**src/hdl/ivm_pkg.sv**
```systemverilog
`default_nettype none
package ivm_pkg;
    // vector numbering
    localparam int          NUM_MASKABLE   = 48;
    localparam int          SLOTS          = 8;
    localparam logic [7:0]  VEC_MASK_FIRST = 8'h10;
    localparam logic [7:0]  VEC_EXC_FIRST  = 8'h05;
    localparam logic [7:0]  VEC_NMI        = 8'h0f;
    localparam logic [7:0]  VEC_TRAP_FIRST = 8'h42;
    localparam logic [3:0]  NMI_LEVEL      = 4'hf;
    localparam logic [3:0]  LEVEL_OFF      = 4'h0;
    localparam int          IDX_DMA_DONE   = 46;
    localparam int          IDX_DELAY      = 47;
    localparam int          IDX_NO_SOURCE  = 44;

    // vector table placement
    localparam logic [31:0] TABLE_BASE     = 32'h000ffc00;
    localparam logic [31:0] TABLE_TOP_OFS  = 32'h000003fc;

    // peripheral slots wired per vector, vectors 16..63 in order
    localparam logic [7:0]  SLOT_USED [NUM_MASKABLE] = '{
        8'h01, 8'h03, 8'h0f, 8'h0f, 8'h03, 8'h01, 8'h03, 8'h01,
        8'h03, 8'h01, 8'h03, 8'h01, 8'h03, 8'h01, 8'h03, 8'h01,
        8'h03, 8'h01, 8'h01, 8'h7f, 8'h07, 8'h01, 8'h03, 8'h03,
        8'h07, 8'h07, 8'h03, 8'h03, 8'h03, 8'h07, 8'h0f, 8'h07,
        8'h07, 8'h03, 8'h03, 8'h07, 8'h07, 8'h03, 8'h07, 8'h07,
        8'h07, 8'h03, 8'h01, 8'h01, 8'h00, 8'h03, 8'h00, 8'h00};

    // slots allowed to start a dma transfer, same order
    localparam logic [7:0]  SLOT_DMA [NUM_MASKABLE] = '{
        8'h01, 8'h01, 8'h03, 8'h03, 8'h01, 8'h01, 8'h01, 8'h01,
        8'h01, 8'h01, 8'h01, 8'h01, 8'h01, 8'h01, 8'h01, 8'h01,
        8'h01, 8'h01, 8'h00, 8'h00, 8'h00, 8'h00, 8'h01, 8'h03,
        8'h05, 8'h05, 8'h01, 8'h01, 8'h01, 8'h05, 8'h0f, 8'h05,
        8'h02, 8'h03, 8'h02, 8'h04, 8'h03, 8'h03, 8'h03, 8'h07,
        8'h07, 8'h03, 8'h01, 8'h01, 8'h00, 8'h03, 8'h00, 8'h00};

    typedef logic [NUM_MASKABLE-1:0][SLOTS-1:0] ivm_src_type;
    typedef logic [NUM_MASKABLE-1:0][3:0]       ivm_level_type;

    typedef struct packed {
        logic        valid;
        logic        fixedLevel;
        logic [7:0]  vector;
        logic [3:0]  level;
        logic [31:0] fetchAddr;
    } ivm_core_req_type;

    typedef struct packed {
        logic        valid;
        logic [7:0]  number;
    } ivm_trap_req_type;

    typedef struct packed {
        logic        ack;
        logic [7:0]  number;
        logic [31:0] fetchAddr;
    } ivm_trap_ans_type;

    // default fetch address of a vector number
    function automatic logic [31:0] vec_addr(input logic [7:0] num);
        return TABLE_BASE + (TABLE_TOP_OFS - {22'h0, num, 2'b00});
    endfunction
endpackage
`default_nettype wire

```
**src/hdl/ivm_top.sv**
```systemverilog
// How it works
// - vectors 0..255, table offset is 0x3fc minus four times number; 66+ trap only
// - fetch address is base 0x000ffc00 plus the table offset
// - non-maskable vector 15 at fixed level 15 from four error sources
// - exceptions on vectors 5 to 8 carry no programmable level
// - external inputs 0-7 on vector 16; 8-15 and low voltage on 17
// - vectors 16..63 each have one level, sources on one vector are merged
// - all dma completions on vector 62, delay on 63, neither has resource
// - sources without resource number never request dma
// - dma resource number is vector number minus 16
// - serial status and two-wire reception never start dma
// - reload timer channels 4 to 7 never start dma
// - pulse_generator channels 24 to 47 never start dma
// - clock calibration interrupts never start dma
// - 32-bit free-run timer channels 3 to 5 never start dma
// - low voltage detection never starts dma
// - vectors 34 to 37 have no resource number
// - vector 60 has no source, never raised by hardware
`timescale 1ns/1ps
`default_nettype none
module ivm_top
(
    input  wire logic                      clk,
    input  wire logic                      srst,
    input  wire ivm_pkg::ivm_src_type      periphSrc,
    input  wire logic [15:0]               dmaChanDone,
    input  wire logic                      delayEvent,
    input  wire ivm_pkg::ivm_level_type    levelRegVector,
    input  wire logic [3:0]                nmiSrc,
    input  wire logic [3:0]                excSrc,
    input  wire ivm_pkg::ivm_trap_req_type trapReq,
    output ivm_pkg::ivm_core_req_type      coreReq,
    output logic [47:0]                    dmaReq,
    output ivm_pkg::ivm_trap_ans_type      trapAns
);
    logic [47:0]               vecReq;
    logic [47:0]               dmaOk;
    logic                      selValid;
    logic [5:0]                selIdx;
    logic [3:0]                selLevel;
    ivm_pkg::ivm_core_req_type coreReq_d;
    ivm_pkg::ivm_core_req_type coreReq_q;
    ivm_pkg::ivm_trap_ans_type trapAns_d;
    ivm_pkg::ivm_trap_ans_type trapAns_q;
    logic [47:0]               dmaReq_d;
    logic [47:0]               dmaReq_q;
    logic [47:0]               rnMask;

    // source merging and dma qualification
    ivm_merge uMerge
    (
        .clk         (clk),
        .srst        (srst),
        .periphSrc   (periphSrc),
        .dmaChanDone (dmaChanDone),
        .delayEvent  (delayEvent),
        .vecReq      (vecReq),
        .dmaOk       (dmaOk)
    );

    // maskable priority selection
    ivm_arbiter uArb
    (
        .clk      (clk),
        .srst     (srst),
        .vecReq   (vecReq),
        .levels   (levelRegVector),
        .selValid (selValid),
        .selIdx   (selIdx),
        .selLevel (selLevel)
    );

    // vectors that own a resource number at all
    for (genvar v = 0; v < ivm_pkg::NUM_MASKABLE; v++)
    begin : gRn
        assign rnMask[v] = |ivm_pkg::SLOT_DMA[v];
    end

    // core request: exceptions, then nmi, then maskable
    always_comb
    begin
        logic [7:0] excNum;
        excNum    = ivm_pkg::VEC_EXC_FIRST;
        coreReq_d = '0;
        for (int i = 3; i >= 0; i--)
        begin
            if (excSrc[i])
            begin
                excNum = ivm_pkg::VEC_EXC_FIRST + 8'(i);
            end
        end
        if (|excSrc)
        begin
            coreReq_d.valid      = 1'b1;
            coreReq_d.fixedLevel = 1'b1;
            coreReq_d.vector     = excNum;
            coreReq_d.level      = ivm_pkg::LEVEL_OFF;
        end
        else if (|nmiSrc)
        begin
            coreReq_d.valid      = 1'b1;
            coreReq_d.fixedLevel = 1'b1;
            coreReq_d.vector     = ivm_pkg::VEC_NMI;
            coreReq_d.level      = ivm_pkg::NMI_LEVEL;
        end
        else if (selValid)
        begin
            coreReq_d.valid      = 1'b1;
            coreReq_d.vector     = ivm_pkg::VEC_MASK_FIRST + {2'b00, selIdx};
            coreReq_d.level      = selLevel;
        end
        coreReq_d.fetchAddr = ivm_pkg::vec_addr(coreReq_d.vector);
    end

    // dma requests indexed by resource number
    always_comb
    begin
        dmaReq_d = dmaOk & rnMask;
    end

    // software trap resolution for any number
    always_comb
    begin
        trapAns_d           = '0;
        trapAns_d.ack       = trapReq.valid;
        trapAns_d.number    = trapReq.number;
        trapAns_d.fetchAddr = ivm_pkg::vec_addr(trapReq.number);
    end

    // registered outputs
    always_ff @(posedge clk)
    begin
        if (srst)
        begin
            coreReq_q <= '0;
            trapAns_q <= '0;
            dmaReq_q  <= '0;
        end
        else
        begin
            coreReq_q <= coreReq_d;
            trapAns_q <= trapAns_d;
            dmaReq_q  <= dmaReq_d;
        end
    end

    assign coreReq = coreReq_q;
    assign trapAns = trapAns_q;
    assign dmaReq  = dmaReq_q;
endmodule // ivm_top
`default_nettype wire

```
**src/hdl/ivm_merge.sv**
```systemverilog
`timescale 1ns/1ps
`default_nettype none
module ivm_merge
(
    input  wire logic                clk,
    input  wire logic                srst,
    input  wire ivm_pkg::ivm_src_type periphSrc,
    input  wire logic [15:0]         dmaChanDone,
    input  wire logic                delayEvent,
    output logic [47:0]              vecReq,
    output logic [47:0]              dmaOk
);
    logic [47:0] rawReq;
    logic [47:0] extraReq;

    // per vector or of wired slots, and of dma capable slots
    for (genvar v = 0; v < ivm_pkg::NUM_MASKABLE; v++)
    begin : gVec
        assign rawReq[v] = |(periphSrc[v] & ivm_pkg::SLOT_USED[v]);
        assign dmaOk[v]  = |(periphSrc[v] & ivm_pkg::SLOT_DMA[v]);
    end

    // all dma completions onto one vector, delay onto the next
    assign extraReq = (48'(|dmaChanDone) << ivm_pkg::IDX_DMA_DONE)
                    | (48'(delayEvent) << ivm_pkg::IDX_DELAY);
    assign vecReq   = rawReq | extraReq;
endmodule // ivm_merge
`default_nettype wire

```
**src/hdl/ivm_arbiter.sv**
```systemverilog
`timescale 1ns/1ps
`default_nettype none
module ivm_arbiter
(
    input  wire logic                  clk,
    input  wire logic                  srst,
    input  wire logic [47:0]           vecReq,
    input  wire ivm_pkg::ivm_level_type levels,
    output logic                       selValid,
    output logic [5:0]                 selIdx,
    output logic [3:0]                 selLevel
);
    // highest level wins, walk down so lower vector wins a tie
    always_comb
    begin
        selValid = 1'b0;
        selIdx   = 6'h00;
        selLevel = ivm_pkg::LEVEL_OFF;
        for (int i = ivm_pkg::NUM_MASKABLE - 1; i >= 0; i--)
        begin
            if (vecReq[i] && levels[i] != ivm_pkg::LEVEL_OFF && levels[i] >= selLevel)
            begin
                selValid = 1'b1;
                selIdx   = 6'(i);
                selLevel = levels[i];
            end
        end
    end

    for (genvar j = 0; j < ivm_pkg::NUM_MASKABLE; j++)
    begin : gChk

    end
endmodule // ivm_arbiter
`default_nettype wire

```
**config.mk**
```make
export PLATFORM = sky130hd
export DESIGN_NAME = ivm_top
export DESIGN_NICKNAME = d
export VERILOG_FILES = /design/src/hdl/ivm_pkg.sv /design/src/hdl/ivm_top.sv /design/src/hdl/ivm_merge.sv /design/src/hdl/ivm_arbiter.sv
export SDC_FILE = /design/constraint.sdc
export NUM_CORES = 1
export LEC_CHECK = 0
export BUFFER_PORTS_ARGS = -buffer_cell sky130_fd_sc_hd__buf_2
export CAP_MARGIN = 20
export CORE_AREA = 2 2 290 292
export DETAILED_ROUTE_END_ITERATION = 10
export DIE_AREA = 0 0 292 294
export PLACE_DENSITY = 0.49
export SYNTH_ARGS = -nofsm -noshare
export SYNTH_HDL_FRONTEND = slang
export SYNTH_HIERARCHICAL = 1
export SYNTH_SLANG_ARGS = --single-unit
```
**constraint.sdc**
```tcl
create_clock -name clk -period 159.8 [get_ports clk]
set_clock_uncertainty 0.2 [all_clocks]
set_input_delay 15.98 -clock clk [delete_from_list [all_inputs] [get_ports clk]]
set_output_delay 15.98 -clock clk [all_outputs]
set_load 0.05 [all_outputs]
```
### Word-level counts from Yosys, hierarchy flattened

Cells that the tools add are included.

* $add $sub $neg: 5
* magnitude comparators: 48
* muxes and demuxes: 154
* bitwise operators: 2
* reduce and logical (&&, ||, !) cells: 189

Operators with widths (number)
* $mux W6: 48
* $mux W4: 50
* $reduce_bool A4 Y1: 48
* $ge A4 B4 Y1: 47
* $logic_and A1 B1 Y1: 96
* $reduce_or A2 Y1: 26
* $mux W1: 51
* $or A46 B48 Y48: 1
* $or A47 B48 Y48: 1
* $add A21 B11 Y22 const A: 2
* $reduce_or A3 Y1: 11
* $mux W11: 2
* $sub A10 B10 Y11 const A: 2
* $reduce_or A4 Y1: 5
* $mux W8: 2
* $reduce_or A16 Y1: 1
* $mux W14: 1
* $add A5 B6 Y7 const A: 1
* $reduce_or A7 Y1: 1
* $reduce_or A5 Y1: 1
* $ge A4 B1 Y1 const B: 1

* register bits: 135
* input port bits: 612
* output and inout port bits: 135
* word-level logic and storage cells: 408

### Longest topological paths before layout

* word-level depth: 153
* mapped depth: 420
* mapped depth without buffers: 411

### Modules after synthesis

Netlist, hierarchy kept.

Modules (own cells, without submodules)
* ivm_arbiter: instances 1, cells an instance 1584, area each 10761.6 um^2, sequential area each 0.0 um^2
* ivm_top: instances 1, cells an instance 251, area each 2683.8 um^2, sequential area each 1581.5 um^2
* ivm_merge: instances 1, cells an instance 103, area each 706.9 um^2, sequential area each 0.0 um^2

### Worst setup path after synthesis

OpenSTA, ideal clock, no wires.

* kind: input to register
* start: input delayEvent
* end: register coreReq_q, in the netlist coreReq[36]
* setup time: 115 ps
* arrival time: 86336 ps
* required time: 159485 ps
* slack: 73149 ps
* stages on the path: 382
* path through: buf_4 > and2_1 > ha_1 > nor3b_1 > o21ai_1 > and2_1 > mux2_2 > ha_1 > nand2b_1 > a21oi_1 > a2bb2oi_1 > or4b_1 > nand2_1 > nor2_1 > a21oi_1 > nand2_1 > o21ai_0 > ha_1 > (+346 left out) > nor2b_1 > o41ai_1 > nand2_1 > o21ai_0 > a31oi_1 > ha_1 > a21o_1 > a21o_1 > a21oi_1 > nor2b_1 > o41ai_1 > inv_1 > nor2_1 > nand3_2 > or4b_1 > a21oi_1 > a221oi_1 > o21a_1

RTL lines
* start, declared: RTL line ivm_top.sv:27 `input wire logic delayEvent,`
* $or A47 B48 Y48 (*): RTL line ivm_merge.sv:25 `| (48'(delayEvent) << ivm_pkg::IDX_DELAY);`
* $or A46 B48 Y48 (*): RTL line ivm_merge.sv:26 `assign vecReq = rawReq | extraReq;`
* $logic_and A1 B1 Y1 (*) (2 in a row): RTL line ivm_arbiter.sv:21 `if (vecReq[i] && levels[i] != ivm_pkg::LEVEL_OFF && levels[i] >= selLevel)`
* $mux W4: RTL line ivm_arbiter.sv:21
* $ge A4 B4 Y1: RTL line ivm_arbiter.sv:21
* $logic_and A1 B1 Y1: RTL line ivm_arbiter.sv:21
* $mux W4: RTL line ivm_arbiter.sv:21
* $ge A4 B4 Y1: RTL line ivm_arbiter.sv:21
* (+133 left out)
* $mux W4: RTL line ivm_arbiter.sv:21
* $ge A4 B4 Y1: RTL line ivm_arbiter.sv:21
* $logic_and A1 B1 Y1: RTL line ivm_arbiter.sv:21
* $mux W1 (*): RTL line ivm_arbiter.sv:21
* via selValid: RTL line ivm_top.sv:38 `logic selValid;`
* $mux W11 (*): RTL line ivm_top.sv:106 `else if (selValid)`
* $mux W11 (*): RTL line ivm_top.sv:99 `else if (|nmiSrc)`
* $mux W14 (*): RTL line ivm_top.sv:92 `if (|excSrc)`
* end signal, assigned: RTL line ivm_top.sv:141 `coreReq_q <= coreReq_d;`
* end, declared: RTL line ivm_top.sv:42 `ivm_pkg::ivm_core_req_type coreReq_q;`

Mark *: on every way through the listed nets, which the timed path passes. The rest lies on a longest branch.
A chain may end at the register's enable or synchronous reset.

### Final worst setup path

* start: input dmaChanDone[10]
* end: register coreReq_q, in the netlist coreReq[36]

RTL lines
* start, declared: RTL line ivm_top.sv:26 `input wire logic [15:0] dmaChanDone,`
* $reduce_or A16 Y1 (*): RTL line ivm_merge.sv:24 `assign extraReq = (48'(|dmaChanDone) << ivm_pkg::IDX_DMA_DONE)`
* $or A47 B48 Y48 (*): RTL line ivm_merge.sv:25
* $or A46 B48 Y48 (*): RTL line ivm_merge.sv:26
* via vecReq[46]: RTL line ivm_top.sv:36 `logic [47:0] vecReq;`
* $logic_and A1 B1 Y1 (*) (2 in a row): RTL line ivm_arbiter.sv:21
* $mux W4: RTL line ivm_arbiter.sv:21
* $ge A4 B4 Y1: RTL line ivm_arbiter.sv:21
* $logic_and A1 B1 Y1: RTL line ivm_arbiter.sv:21
* (+132 left out)
* $mux W4: RTL line ivm_arbiter.sv:21
* $ge A4 B4 Y1: RTL line ivm_arbiter.sv:21
* $logic_and A1 B1 Y1: RTL line ivm_arbiter.sv:21
* $mux W1 (*): RTL line ivm_arbiter.sv:21
* via selValid: RTL line ivm_top.sv:38
* $mux W11 (*): RTL line ivm_top.sv:106
* $mux W11 (*): RTL line ivm_top.sv:99
* $mux W14 (*): RTL line ivm_top.sv:92

Marked as above.

==> flow_summary_export.csv <==
group,metric,value,unit
global_route,grt_max_degree,42,
flow_run,maxCapViolCount,0,
yosys,ys.warnings.count,6,
die,fp.dieH,294,um
global_route,grt_pass1_vias,14502,
timing,fin_crit,99270,ps
clock_network,clk_pin_slew,80,ps
die,placementRows,106,
placed_design,port_buffers,426,
routing,wl,54700,um
routing,drtIter0Drc,586,
timing,timing.final.crit_share,62.1,%
outcome,status,"finished, final reports clean",
worst_hold_path,hold_class,"input pin to flop",
clock_network,htreeDepth,3,
routing,vias_per_cell,4.55,
routing,drtPass1Iterations,5,
clock_network,cts_max_path_buffers,2,
clock_network,numCtsBuffers,9,
final_layout,syn_to_final_growth,21.2,%
die,initial_core_util,17.0,%
clock_network,cts.hold.buffers_added,0,
routing,ant_nets,0,
die,dieArea,0.0858,mm^2
global_route,grt_pass1_wl,82500,um
timing,slew_headroom,37.9,%
setup_path,critPathCaptureType,"flop",
timing,fmax,10.1,MHz
clock_network,cts_root_buf,"clkbuf_16",
timing,rsz0062_at_grt,"false",
clock_network,tritoncts,"built",
timing,finalSetupViolCount,0,
clock_network,postCtsSetupBuffers,0,
yosys,synthCells,1931,
clock_network,cts.sinks,79,
setup_path,cp_common_cell,"ha_1",
yosys,avgSynthCellArea,7.30,um^2
die,ios,747,
routing,drc,0,
global_route,antenna_found_initial,15,
routing,routedWlPerCell,16.3,um
global_route,overflow,0,
routing,vias,15287,
setup_path,cp_slowest_stage_delay,820,ps
final_layout,final_util,20.6,%
global_route,grtUsageTotal,12.3,%
timing,finalMaxSlewViolations,0,
final_layout,drive_gt1_share,25.1,%
setup_path,cp.required,159860,ps
die,core-area,0.0829,mm^2
timing,finalSetupTns,0,ps
placed_design,place_hpwl,47200,um
yosys,syn-cell-area,0.0141,mm^2
setup_path,slowest_stage,"or4b_1",
placed_design,place.gp.congestion,0.830,
clock_network,post_cts_resized,0,
setup_path,crit_type,"input pin to flop",
die,die_x,292,um
timing,hold_violations,0,
setup_path,critPathLaunchType,"input pin",
final_layout,nets,3003,
timing,tightest_slew,920,ps
setup_path,critPathMaxFanout,15,
setup_path,cp.arrival,99320,ps
## placed cells by master (no fill, tap or decap), types with 9 or more instances in the layout
master,n
clkbuf_16,9
a221oi_1,11
and3_1,20
nand4_1,9
a31oi_1,26
nand2b_1,46
dfxtp_1,79
a21boi_0,9
nor4_1,14
o41a_1,28
buf_2,425
nand2_1,176
nor2b_1,66
nand3_1,43
o21ai_1,19
mux2_2,23
nor3_1,30
or2_1,33
or2_2,23
mux2i_1,21
inv_1,156
a21oi_1,124
o211ai_1,36
a21o_1,33
o41ai_1,19
o22ai_1,11
o21a_1,25
or3_1,26
o211a_1,19
ha_1,118
o31ai_1,21
and2_1,36
o21ai_0,93
a211oi_1,22
conb_1,37
nor2_1,146
## state kept, by name, indices dropped and copies added (netlist names)
register / flops
dmaReq: 41
coreReq: 21
trapAns: 17
## critical path: cells and delay by family
kind	cells	cell delay [ps]
AOI/OAI and AO/OA	167	38820
adders and majority gates	50	14290
buffers and inverters	15	1500
muxes	25	9020
and+or+nand+nor	113	19710
## routing by layer
layer	GRT usage, %	wire length [um]	up-vias
li1	-	-	7789
met1	15.2	24800	7026
met2	21.8	26400	410
met3	2.74	2920	42
met4	2.51	526	20
met5	0	123	-
## per-stage QoR
step                      hold slack (ps)  worst slack [ps]  cell area, um^2  cells
after CTS                           15480             60500            17100   3357
after global routing                15510             53280            17100   3358
after floorplan                     15850             73150            14200   1966
after global placement              15950             60260            16800   3342
after detailed placement            15950             60300            16800   3342
final                               15540             60530            17100   3362
## path summary, 6_finish.rpt
path | startpoint | end | cells past startpoint
max | dmaChanDone[10] | coreReq[36]$_SDFF_PP0_ | 370
min | trapReq[0] | trapAns[2]$_SDFF_PP0_ | 2
## layout make-up
class / count / area, um^2
Sequential cell: 79 / 1580
Timing Repair Buffer: 427 / 2140
Inverter: 157 / 589
Fill cell: 9371 / 65800
Antenna cell: 5 / 12.5
Clock buffer: 10 / 229
Tap cell: 1080 / 1350
Multi-Input combinational cell: 1599 / 11100
Clock inverter: 5 / 82.6
Power is left out: the tool's default activity adds up to more than one toggle a clock period on the data nets, which glitch-free logic cannot reach.
